**src/core/srdc_pkg.sv**
```systemverilog
//------------------------------------------------------------------------------
// srdc_pkg
//------------------------------------------------------------------------------
// Purpose: shared constants of the serial relay driver control block
// Assumes: system clock of 125 MHz
// Notes:   addresses, widths, serial register reset values and the default coil timing count live here
package srdc_pkg;

	// widths of the serial registers
	localparam int ADDR_W  = 16;
	localparam int DATA_W  = 32;
	localparam int RELAYS  = 16;
	localparam int ID_W    = 32;
	localparam int IDCNT_W = 6;

	// register addresses held in the address latch
	localparam logic [ADDR_W-1:0] ADDR_IDENT  = 16'h0000;
	localparam logic [ADDR_W-1:0] ADDR_COIL   = 16'h0001;
	localparam logic [ADDR_W-1:0] ADDR_STATUS = 16'h0002;
	localparam logic [ADDR_W-1:0] ADDR_PARK   = 16'hffff;

	// module identity word, value arbitrary
	localparam logic [ID_W-1:0] MODULE_ID_DEF = 32'h0000_005a;

	// identity bits sent before zeros follow (four bytes)
	localparam logic [IDCNT_W-1:0] ID_BITS = 6'h20;

	// reset values
	localparam logic [ADDR_W-1:0]  ADDR_RST  = 16'h0000;
	localparam logic [DATA_W-1:0]  DATA_RST  = 32'h0000_0000;
	localparam logic [IDCNT_W-1:0] IDCNT_RST = 6'h00;

	// coil drive time, longest time so rounded down
	localparam int CLK_PERIOD_NS = 8;
	localparam int COIL_MAX_MS   = 20;
	localparam int COIL_CYCLES   = (COIL_MAX_MS * 1000000) / CLK_PERIOD_NS;

	// coil driver states
	typedef enum logic [1:0] {
		SRDC_IDLE  = 2'b01,
		SRDC_DRIVE = 2'b10
	} srdc_coil_st_t;

endpackage

```
**src/core/srdc_sync.sv**
```systemverilog
//------------------------------------------------------------------------------
// srdc_sync
//------------------------------------------------------------------------------
// Purpose: two flip-flop synchroniser for a group of pin levels
// Assumes: inputs are asynchronous levels
// Notes:   only the second stage is visible outside
`timescale 1ns/10ps
module srdc_sync #(
	parameter int         W   = 1,
	parameter logic [W-1:0] RST = '0
) (
	input  wire logic         clk_sys_i, // system clock
	input  wire logic         srst_i,    // synchronous reset
	input  wire logic [W-1:0] d_i,       // asynchronous levels
	output logic      [W-1:0] q_o        // synchronised levels
);

	logic [W-1:0] meta_r;
	logic [W-1:0] meta_nxt;
	logic [W-1:0] q_nxt;

	// next values of both stages
	always_comb begin
		meta_nxt = d_i;
		q_nxt    = meta_r;
		if (srst_i) begin
			meta_nxt = RST;
			q_nxt    = RST;
		end
	end

	// stage registers
	always_ff @(posedge clk_sys_i) begin
		meta_r <= meta_nxt;
		q_o    <= q_nxt;
	end

endmodule

```
**src/core/srdc_top.sv**
```systemverilog
//------------------------------------------------------------------------------
// srdc_top
//------------------------------------------------------------------------------
// Purpose: digital control of a 16-relay latching switch module
// Assumes: serial link pins are asynchronous and sampled by clk_sys_i
// Notes:   open-collector lines are driven low while their enable is high
//
// What this block does
// - idle-high clock, data taken on rising edge
// - serial activity ignored while slot select high
// - module reset pin restores power-up state
// - address latch decodes one target register
// - coil register shifts only when selected
// - slot select or data/address rise latches data
// - coil word undefined until first write
// - reset never energises any coil
// - identity sent four bytes, then zeros
// - one status bit shows switching or done
// - low sixteen bits drive set coils
// - high sixteen bits drive reset coils
// - coils driven bounded time, then released
// - board signals buffered onto backplane lines
// - decode identity, coil, status addresses; park selects nothing
// - identity low byte first, msb first
// - address cleared at reset, msb first
// - status low from switch start to end
`timescale 1ns/10ps
module srdc_top
	import srdc_pkg::*;
#(
	parameter int              COIL_TICKS = srdc_pkg::COIL_CYCLES,
	parameter logic [31:0]     MODULE_ID  = srdc_pkg::MODULE_ID_DEF
) (
	input  wire logic                        clk_sys_i,              // system clock
	input  wire logic                        srst_i,                 // synchronous reset
	input  wire logic                        module_reset_n_i,       // backplane reset pin
	input  wire logic                        slot_select_n_i,        // backplane slot select
	input  wire logic                        serial_clock_i,         // backplane clock level
	output logic                             serial_clock_o,         // backplane clock drive value
	output logic                             serial_clock_oe_o,      // backplane clock pull low
	input  wire logic                        mosi_i,                 // backplane host data level
	output logic                             mosi_o,                 // backplane host data drive value
	output logic                             mosi_oe_o,              // backplane host data pull low
	input  wire logic                        data_not_address_i,     // backplane data/address level
	output logic                             data_not_address_o,     // backplane data/address drive value
	output logic                             data_not_address_oe_o,  // backplane data/address pull low
	output logic                             slot_zero_strobe_n_o,   // backplane strobe drive value
	output logic                             slot_zero_strobe_n_oe_o,// backplane strobe pull low
	input  wire logic                        miso_i,                 // backplane module data level
	output logic                             miso_o,                 // backplane module data drive value
	output logic                             miso_oe_o,              // backplane module data pull low
	input  wire logic                        board_serial_clock_i,   // board clock
	input  wire logic                        board_serial_in_i,      // board data out to modules
	input  wire logic                        board_data_not_address_i, // board data/address
	input  wire logic                        board_slot_zero_strobe_n_i, // board strobe
	output logic                             board_serial_out_o,     // backplane data back to board
	output logic [srdc_pkg::RELAYS-1:0]      set_coil_o,             // set coil drive values
	output logic [srdc_pkg::RELAYS-1:0]      reset_coil_o,           // reset coil drive values
	output logic                             coil_drive_oe_o,        // coil drivers enabled
	output logic                             relays_done_o           // status bit, low while switching
);

	localparam int CNT_W = $clog2(COIL_TICKS + 1);
	localparam logic [CNT_W-1:0] COIL_LOAD = CNT_W'(COIL_TICKS - 1);

	//--------------------------------------------------------------------------
	// pin synchronisers
	//--------------------------------------------------------------------------
	logic [9:0] pin_s;
	logic       sclk_s;
	logic       mosi_s;
	logic       da_s;
	logic       ss_n_s;
	logic       miso_s;
	logic       rst;

	// all pin levels: backplane link, board side, reset pin
	srdc_sync #(.W(10), .RST(10'h3ff)) u_sync_pin (
		.clk_sys_i (clk_sys_i),
		.srst_i    (srst_i),
		.d_i       ({serial_clock_i, mosi_i, data_not_address_i, slot_select_n_i, miso_i, board_serial_clock_i,
		             board_serial_in_i, board_data_not_address_i, board_slot_zero_strobe_n_i, module_reset_n_i}),
		.q_o       (pin_s)
	);

	assign sclk_s = pin_s[9];
	assign mosi_s = pin_s[8];
	assign da_s   = pin_s[7];
	assign ss_n_s = pin_s[6];
	assign miso_s = pin_s[5];

	assign rst = srst_i | ~pin_s[0];

	//--------------------------------------------------------------------------
	// edge detection
	//--------------------------------------------------------------------------
	logic sclk_d_r;
	logic da_d_r;
	logic ss_n_d_r;
	logic sclk_rise;
	logic da_rise;
	logic ss_rise;

	// previous levels of the synchronised lines
	always_ff @(posedge clk_sys_i) begin
		sclk_d_r <= rst ? 1'b1 : sclk_s;
		da_d_r   <= rst ? 1'b1 : da_s;
		ss_n_d_r <= rst ? 1'b1 : ss_n_s;
	end

	// second edge of an idle-high clock
	assign sclk_rise = sclk_s & ~sclk_d_r;
	assign da_rise   = da_s & ~da_d_r;
	assign ss_rise   = ss_n_s & ~ss_n_d_r;

	//--------------------------------------------------------------------------
	// serial registers
	//--------------------------------------------------------------------------
	logic [ADDR_W-1:0]  addr_r;
	logic [ADDR_W-1:0]  addr_nxt;
	logic [DATA_W-1:0]  data_r;
	logic [DATA_W-1:0]  data_nxt;
	logic               dirty_r;
	logic               dirty_nxt;
	logic [IDCNT_W-1:0] id_cnt_r;
	logic [IDCNT_W-1:0] id_cnt_nxt;
	logic               link_on;
	logic               sel_ident;
	logic               sel_coil;
	logic               sel_status;
	logic               latch;

	// link active only while slot select low
	assign link_on = ~ss_n_s;
	// park and reserved addresses select nothing
	assign sel_ident  = (addr_r == ADDR_IDENT);
	assign sel_coil   = (addr_r == ADDR_COIL);
	assign sel_status = (addr_r == ADDR_STATUS);

	// rise of data/address or slot select latches
	assign latch = dirty_r & (ss_rise | (link_on & da_rise));

	// next values of address, coil word and identity position
	always_comb begin
		addr_nxt   = addr_r;
		data_nxt   = data_r;
		dirty_nxt  = dirty_r;
		id_cnt_nxt = id_cnt_r;
		if (link_on && sclk_rise) begin
			if (da_s) begin
				addr_nxt = {addr_r[ADDR_W-2:0], mosi_s};
			end else if (sel_coil) begin
				// first bit ends at bit 31
				data_nxt  = {data_r[DATA_W-2:0], mosi_s};
				dirty_nxt = 1'b1;
			end else if (sel_ident && id_cnt_r != ID_BITS) begin
				id_cnt_nxt = id_cnt_r + 6'h01;
			end
		end
		if (latch) begin
			dirty_nxt = 1'b0;
		end
		if (!(link_on && !da_s && sel_ident)) begin
			id_cnt_nxt = IDCNT_RST;
		end
	end

	// coil word content has no meaning before a write
	always_ff @(posedge clk_sys_i) begin
		if (rst) begin
			addr_r   <= ADDR_RST;
			data_r   <= DATA_RST;
			dirty_r  <= 1'b0;
			id_cnt_r <= IDCNT_RST;
		end else begin
			addr_r   <= addr_nxt;
			data_r   <= data_nxt;
			dirty_r  <= dirty_nxt;
			id_cnt_r <= id_cnt_nxt;
		end
	end

	//--------------------------------------------------------------------------
	// coil driver timing
	//--------------------------------------------------------------------------
	srdc_coil_st_t     st_r;
	srdc_coil_st_t     st_nxt;
	logic [CNT_W-1:0]  tick_r;
	logic [CNT_W-1:0]  tick_nxt;
	logic [RELAYS-1:0] set_r;
	logic [RELAYS-1:0] set_nxt;
	logic [RELAYS-1:0] rset_r;
	logic [RELAYS-1:0] rset_nxt;
	logic              oe_r;
	logic              oe_nxt;
	logic              done_r;
	logic              done_nxt;

	// next coil state, counter and drive values
	always_comb begin
		st_nxt   = st_r;
		tick_nxt = tick_r;
		set_nxt  = set_r;
		rset_nxt = rset_r;
		oe_nxt   = oe_r;
		done_nxt = done_r;
		case (st_r)
			SRDC_IDLE: begin
				set_nxt  = '0;
				rset_nxt = '0;
				oe_nxt   = 1'b0;
				done_nxt = 1'b1;
			end
			SRDC_DRIVE: begin
				if (tick_r == '0) begin
					st_nxt   = SRDC_IDLE;
					set_nxt  = '0;
					rset_nxt = '0;
					oe_nxt   = 1'b0;
					done_nxt = 1'b1;
				end else begin
					tick_nxt = tick_r - CNT_W'(1);
				end
			end
			default: begin
				st_nxt   = SRDC_IDLE;
				oe_nxt   = 1'b0;
				done_nxt = 1'b1;
			end
		endcase
		if (latch) begin
			// counter starts on the latching edge
			st_nxt   = SRDC_DRIVE;
			tick_nxt = COIL_LOAD;
			set_nxt  = data_r[RELAYS-1:0];
			rset_nxt = data_r[DATA_W-1:RELAYS];
			oe_nxt   = 1'b1;
			done_nxt = 1'b0;
		end
	end

	always_ff @(posedge clk_sys_i) begin
		if (rst) begin
			st_r   <= SRDC_IDLE;
			tick_r <= '0;
			set_r  <= '0;
			rset_r <= '0;
			oe_r   <= 1'b0;
			done_r <= 1'b1;
		end else begin
			st_r   <= st_nxt;
			tick_r <= tick_nxt;
			set_r  <= set_nxt;
			rset_r <= rset_nxt;
			oe_r   <= oe_nxt;
			done_r <= done_nxt;
		end
	end

	//--------------------------------------------------------------------------
	// read data and line buffering
	//--------------------------------------------------------------------------
	logic       id_bit;
	logic       miso_oe_nxt;
	logic [3:0] bp_oe_r;
	logic       miso_oe_r;
	logic       board_out_r;

	// byte index from high bits, bit order reversed
	assign id_bit = (id_cnt_r < ID_BITS) ? MODULE_ID[{id_cnt_r[4:3], ~id_cnt_r[2:0]}] : 1'b0;

	// open-collector read line pulls low for a zero
	always_comb begin
		miso_oe_nxt = 1'b0;
		if (link_on && !da_s) begin
			if (sel_ident) begin
				miso_oe_nxt = ~id_bit;
			end else if (sel_status) begin
				miso_oe_nxt = ~done_r;
			end
		end
	end

	// board lines repeated onto the backplane
	always_ff @(posedge clk_sys_i) begin
		if (rst) begin
			bp_oe_r     <= 4'h0;
			miso_oe_r   <= 1'b0;
			board_out_r <= 1'b1;
		end else begin
			bp_oe_r     <= ~pin_s[4:1];
			miso_oe_r   <= miso_oe_nxt;
			board_out_r <= miso_s;
		end
	end

	// host strobe passes through to slot zero
	assign slot_zero_strobe_n_oe_o = bp_oe_r[0];
	assign slot_zero_strobe_n_o    = 1'b0;
	assign serial_clock_oe_o       = bp_oe_r[3];
	assign serial_clock_o          = 1'b0;
	assign mosi_oe_o               = bp_oe_r[2];
	assign mosi_o                  = 1'b0;
	assign data_not_address_oe_o   = bp_oe_r[1];
	assign data_not_address_o      = 1'b0;
	assign miso_oe_o               = miso_oe_r;
	assign miso_o                  = 1'b0;
	assign board_serial_out_o      = board_out_r;
	assign set_coil_o              = set_r;
	assign reset_coil_o            = rset_r;
	assign coil_drive_oe_o         = oe_r;
	assign relays_done_o           = done_r;

endmodule

```
**config.mk**
```make
export PLATFORM = sky130hd
export DESIGN_NAME = srdc_top
export DESIGN_NICKNAME = d
export VERILOG_FILES = /design/src/core/srdc_pkg.sv /design/src/core/srdc_sync.sv /design/src/core/srdc_top.sv
export SDC_FILE = /design/constraint.sdc
export NUM_CORES = 1
export LEC_CHECK = 0
export BUFFER_PORTS_ARGS = -buffer_cell sky130_fd_sc_hd__buf_4
export CAP_MARGIN = 20
export CORE_MARGIN = 10
export CORE_UTILIZATION = 50
export CTS_CLUSTER_DIAMETER = 50
export DETAILED_ROUTE_END_ITERATION = 10
export HOLD_SLACK_MARGIN = 0.02
export PLACE_DENSITY_LB_ADDON = 0.1
export SETUP_SLACK_MARGIN = 0.15
export SYNTH_ARGS = -nofsm -noshare
export SYNTH_HDL_FRONTEND = slang
export SYNTH_SLANG_ARGS = --single-unit
```
**constraint.sdc**
```tcl
create_clock -name clk_sys_i -period 2.4 [get_ports clk_sys_i]
set_input_delay 0.12 -clock clk_sys_i [delete_from_list [all_inputs] [get_ports clk_sys_i]]
set_output_delay 0.12 -clock clk_sys_i [all_outputs]
set_load 0.01 [all_outputs]
```
==> results.ini, run 1 <==
[synthesis]
synth_ff_type = dfxtp_1
yosysTopAreaCellShare_pct = 54.4
synth_edf_count = 0
synth.avg_cell_area_sq_um = 8.86
synthArstFlopShare_pct = 0
synth.largest_area_cell = dfxtp_1
yosys_warnings = 0
ys_seq_area_share_pct = 54.4
synth_area_sq_mm = 0.00523
synth_cell_types = 46
synth-seq-cells = 142
postSynthCellCount = 590
synth.top_cells.by_area = dfxtp_1 54%, nand2_1 7.7%, a21oi_1 6.3%

[sta]
finClkSkew_ps = 8.69
fmax_ghz = 0.461
relSlewSlack_pct = 58.2
rsz0062_at_grt = yes
min_period_ps = 2170
tns_ps = 0
whs_ps = 381
slew_violations = 0
finalHoldViolCount = 0
fin_crit_sh_pct = 90.3
worst_slew_pin_slew_ps = 626
finalSetupViolations = 0

[detailed_routing]
viasPerCell = 5.18
route.vias.total = 4173
drt-total-wl_um = 11400
route.detailed.wl_per_inst_um = 14.1
drt_iter0_drc = 247
firstDrtPassIters = 4
drc_errors = 0
drtAntennaViolNets = 0

[critical_path]
crit_required_ps = 2760
cpMaxStageDelayCell = or4_4
path_cells = or4_4 -> nand4b_1 -> buf_6 -> o211ai_1 -> or4_1 -> a31oi_1
path_class = flop to flop
rrSetupSlack_ps = 230
r2r_end = tick_r[7]
endpoint_kind = flop
cp.depth = 6
cpPeakStageDelay_ps = 560
startpoint_type = flop
r2r_cells = 6
r2r-start = tick_r[17]
crit_fanout = 7
crit_family = simple AND/OR/NAND/NOR gates
worst-path-buf-inv = 1
arrival_ps = 2530

[final_layout]
final_cell_mix = 142 x dfxtp_1, 107 x nand2_1, 66 x a21oi_1
syn_to_final_growth_pct = 24.8
drive_above_1_share_pct = 18.1
nets = 676
n_fill_cell = 861
seqCellArea_sq_mm = 0.00284
layout_commonest_cell = dfxtp_1
multi_input_area_sq_mm = 0.00223
diodes = 0

[hold_path]
hold_path_end = bp_oe_r[0]
hold_start = u_sync_pin.q_o[1]
min_path_type = flop to flop
min_delay_path_depth = 1

[clocking]
clock_sinks = 142
htreeDepth = 4
clockRootBuffer = clkbuf_8
cts_max_path_buffers = 2
cts_buffers = 17
cts_tree = yes
clock_latency_ps = 520
clk_pin_slew_ps = 60

[floorplan]
placementRows = 37
initial_core_util_pct = 51.1
ios = 57
die_h_um = 122
die_w_um = 122
core_sq_mm = 0.0102
die-area_sq_mm = 0.0149

[placed_design]
io_buffer_count = 51
dp_hpwl_um = 7100
gp_congestion = 0.839

[global_route]
track_usage_pct = 15.4
gr-total-overflow = 0
grt_pass1_vias = 4153
antenna_found_initial = 0
grt_pass1_wl_um = 18900
grt_max_degree = 56

[power_and_ir_drop]
power_frac_seq_pct = 48.8
switching_power_uw = 972
pwr-share-comb_pct = 2.4
p_sw_share_pct = 19.9
p_per_area_mw_per_mm2 = 750
intPower_mw = 3.92
leakagePower_nw = 2.45
ir_drop_v = 0.000556
clkPwrFrac_pct = 48.8

[job]
maxCapViolCount = 0

[status]
status = finished, final reports clean

==> cells in the mapped netlist (all sizes together), types with 7 or more instances <==
cell type	number
nand3	8
clkbuf	34
dfxtp	142
xor2	15
a21oi	66
nand2b	7
or2	21
nor2	61
o21ai	9
nor3	9
a22oi	32
nand2	107
==> worst max path at each step <==
stage | from | endpoint | slack [ps]
after floorplan | tick_r[13] | tick_r[19] | 350
after global placement | tick_r[13] | tick_r[19] | 290
after detailed placement | tick_r[17] | tick_r[7] | 220
after CTS | tick_r[17] | tick_r[7] | 230
after global routing | tick_r[17] | tick_r[7] | 110
final | tick_r[17] | tick_r[7] | 230
==> cell families after synthesis <==
family | synth area share (%)
AND/OR/NAND/NOR | 23.6
flip-flops | 54.4
AO/OA/AOI/OAI | 13.9
buffers and inverters | 3.66
XOR/XNOR | 3.18
adder cells (fa/ha/maj) | 0.958
other | 0.0718
multiplexers | 0.192
==> power groups by stage <==
stage | clock [mW] | sequential, mW | combinational, mW
floorplan | 0 | 2.43 | 0.0612
global placement | 0 | 2.43 | 0.0902
detailed placement | 0 | 2.43 | 0.0915
CTS | 2.44 | 2.38 | 0.117
global route | 2.53 | 2.39 | 0.130
finish | 2.39 | 2.38 | 0.118
==> flip-flops by register name, summed over array words and instances (netlist names) <==
name and flops:
addr_r 16, board_serial_out_o 1, bp_oe_r 4, coil_drive_oe_o 1, da_d_r 1, data_r 32
dirty_r 1, id_cnt_r 6, miso_oe_o 1, relays_done_o 1, reset_coil_o 16, sclk_d_r 1
set_coil_o 16, ss_n_d_r 1, st_r 2, tick_r 22, u_sync_pin.meta_r 10, u_sync_pin.q_o 10
==> repair_timing <==
action | in CTS | in global routing
resized for setup | 0 | 4
hold buffers | 21 | 0
buffers inserted | 0 | 1
setup endpoints to repair | 0 | 60
endpoints found under the hold margin | 20 | 0
==> layer usage <==
| metal | track usage (%) | up-vias | wire (um) |
|---|---|---|---|
| li1 | - | 2130 | - |
| met1 | 17.5 | 1957 | 4950 |
| met2 | 25.9 | 84 | 5730 |
| met3 | 5.79 | 2 | 641 |
| met5 | 0 | - | 0 |
| met4 | 5.96 | 0 | 46 |
==> area by class of cell <==
cell class | count | share of cell area (%)
Tap cell | 136 | 2.61
Timing Repair Buffer | 87 | 11.1
Sequential cell | 142 | 43.6
Clock inverter | 6 | 1.38
Multi-Input combinational cell | 406 | 34.2
Inverter | 6 | 0.345
Clock buffer | 22 | 6.79
==> metrics by stage <==
stage,area (sq um),utilization (%),worst slack (ps),cells,total power [mW]
after floorplan,5240,-,351,594,2.49
after global placement,5750,56.2,295,754,2.52
after detailed placement,5750,56.2,225,754,2.53
after CTS,6490,63.5,231,803,4.94
after global routing,6520,63.8,106,805,5.04
final,6520,63.8,232,805,4.89
Note: power is estimated with default switching activity, not from simulation.
==> run 2, diff against run 1 <==
- CELL_PAD_IN_SITES_DETAIL_PLACEMENT: unset -> 2
- CELL_PAD_IN_SITES_GLOBAL_PLACEMENT: unset -> 2
- CORE_UTILIZATION: 50 -> 35
- SLEW_MARGIN: unset -> 30
==> run 2 against run 1 <==
Against the previous run: power increased by 1.0%; cell count rose by 5.8%; wire length grew 33%; via count rose by 5.6%; clock power grew 3%; die area increased by 35%; first-iteration DRC count fell by 36%; utilization is 18 points lower; largest cell class unchanged.
==> results.ini, run 2 (synthesis results as in run 1) <==
[critical_path]
arrival_ps = 2500  ; was 2530 ps
startpoint_type = flop  ; unchanged
endpoint_kind = flop  ; unchanged
r2r-start = tick_r[17]  ; unchanged
r2r_end = reset_coil_o[12]  ; was tick_r[7]
path_cells = or4_4 -> nand4b_1 -> buf_4 -> o211a_2 -> clkbuf_16 -> a22oi_1 -> nor2_1  ; was or4_4 -> nand4b_1 -> buf_6 -> o211ai_1 -> or4_1 -> a31oi_1
cpMaxStageDelayCell = or4_4  ; unchanged
crit_required_ps = 2680  ; was 2760 ps
path_class = flop to flop  ; unchanged
crit_fanout = 16  ; was 7
worst-path-buf-inv = 2  ; was 1
crit_family = simple AND/OR/NAND/NOR gates  ; unchanged
r2r_cells = 7  ; was 6
rrSetupSlack_ps = 180  ; was 230 ps
cpPeakStageDelay_ps = 560  ; about the same
worstSetupStartpoint = tick_r[17]  ; unchanged

[detailed_routing]
firstDrtPassIters = 4  ; unchanged
drt-total-wl_um = 15100  ; was 11,400 um
drt_iter0_drc = 159  ; was 247
drc_errors = 0  ; unchanged
drtAntennaViolNets = 0  ; unchanged
route.vias.total = 4406  ; was 4,173
viasPerCell = 5.17  ; was 5.18
route.detailed.wl_per_inst_um = 17.8  ; was 14.1 um

[final_layout]
n_fill_cell = 1542  ; was 861
layout.cells.non_filler = 852  ; was 805
fin_util_pct = 45.7  ; was 63.8%
syn_to_final_growth_pct = 27.5  ; was 24.8%
diodes = 0  ; unchanged
drive_above_1_share_pct = 22.2  ; was 18.1%
largest_register_ffs = 32  ; unchanged
reg_top3 = data_r x32, tick_r x22  ; unchanged
layout_commonest_cell = dfxtp_1  ; unchanged
nets = 672  ; was 676
final_cell_mix = 139 x dfxtp_1, 107 x nand2_1, 66 x a21oi_1  ; was 142 x dfxtp_1, 107 x nand2_1, 66 x a21oi_1
regMostFlops = data_r  ; unchanged
design_area_sq_mm = 0.00666  ; was 0.00652 sq mm

[power_and_ir_drop]
ir_drop_v = 0.000488  ; was 0.000556 V
p_per_area_mw_per_mm2 = 741  ; was 750 mW/mm^2
leakagePower_nw = 2.48  ; was 2.45 nW

[floorplan]
die-area_sq_mm = 0.0202  ; was 0.0149 sq mm
die_w_um = 142  ; was 122 um
placementRows = 44  ; was 37
die_h_um = 142  ; was 122 um
core_sq_mm = 0.0146  ; was 0.0102 sq mm
ios = 57  ; unchanged
initial_core_util_pct = 35.8  ; was 51.1%

[global_route]
gr-total-overflow = 0  ; unchanged
grt_pass1_vias = 4886  ; was 4,153
grt_max_degree = 59  ; was 56
grt_pass1_wl_um = 25100  ; was 18,900 um
antenna_found_initial = 0  ; unchanged
track_usage_pct = 15.3  ; was 15.4%

[sta]
min_period_ps = 2220  ; was 2170 ps
tns_ps = 0  ; unchanged
slew_violations = 0  ; unchanged
fmax_ghz = 0.451  ; was 0.461 GHz
fin_ws_ps = 184  ; was 232 ps
finClkSkew_ps = 11.3  ; was 8.69 ps
relSlewSlack_pct = 53.3  ; was 58.2%
finalHoldViolCount = 0  ; unchanged
finalSetupViolations = 0  ; unchanged
rsz0062_at_grt = yes  ; unchanged
worst_slew_pin_slew_ps = 700  ; was 626 ps
fin_crit_sh_pct = 92.3  ; was 90.3%

[clocking]
cts_tree = yes  ; unchanged
cts_max_path_buffers = 2  ; unchanged
htreeDepth = 4  ; unchanged
clock_sinks = 142  ; unchanged
clockRootBuffer = clkbuf_16  ; was clkbuf_8
clock_latency_ps = 420  ; was 520 ps
clk_pin_slew_ps = 60  ; about the same
cts_buffers = 17  ; unchanged

[placed_design]
dpl_cell_area_sq_mm = 0.00587  ; was 0.00575 sq mm
placed_cells = 804  ; was 754
gp_congestion = 0.729  ; was 0.839
dp_hpwl_um = 9620  ; was 7100 um
io_buffer_count = 51  ; unchanged
dpl_worst_slack_ps = 169  ; was 225 ps

[job]
maxCapViolCount = 0  ; unchanged

[hold_path]
hold_path_end = u_sync_pin.q_o[0]  ; was bp_oe_r[0]
hold_start = srst_i  ; was u_sync_pin.q_o[1]
min_path_type = input port to flop  ; was flop to flop
min_delay_path_depth = 2  ; was 1

[status]
status = finished, final reports clean  ; unchanged

## run 2: final cells by class
class | count | area (sq um) | area share [%]
multi-input cells | 406 | 2280 | 34.2
clock buffers | 19 | 433 | 6.50
flip-flops and latches | 142 | 2850 | 42.7
inverters | 6 | 22.5 | 0.338
well taps | 184 | 230 | 3.46
repair buffers | 83 | 742 | 11.1
clock inverters | 12 | 113 | 1.69
## run 2: how the worst max path moves through the flow
stage | end | slack (ps) | cells after the start
after floorplan | tick_r[19] | 350 | 5
after global placement | tick_r[19] | 270 | 5
after detailed placement | tick_r[19] | 170 | 5
after CTS | tick_r[19] | 160 | 5
after global routing | tick_r[7] | 70 | 9
final | reset_coil_o[12] | 180 | 7
## run 2: timing repair
item | CTS | global route
setup endpoints to repair | 2 | 57
hold endpoints to repair | 10 | 0
setup buffers | 0 | 5
gates resized for setup | 2 | 20
pin swaps | 0 | 4
hold buffers | 10 | 0
gates cloned | 0 | 2
## run 2: where the power goes
part           internal (mW)  switching, mW
combinational         0.0463         0.0636
clock                   1.43           1.02
sequential              2.38        0.00795
total                   3.85           1.09
## run 2: stage by stage
step                      power [mW]  hold slack, ps
after global routing            5.14            62.8
final                           4.94            55.0
after CTS                       5.02            50.7
after floorplan                 2.49             224
after global placement          2.53             307
after detailed placement        2.53             309
## run 2: per-layer routing
| metal | global-route usage (%) | routed length [um] | vias to the layer above |
|---|---|---|---|
| met3 | 4.61 | 536 | 21 |
| met2 | 26.6 | 7880 | 68 |
| met1 | 17.3 | 6560 | 2193 |
| li1 | - | - | 2124 |
| met5 | 0 | 0 | - |
| met4 | 5.06 | 170 | 0 |
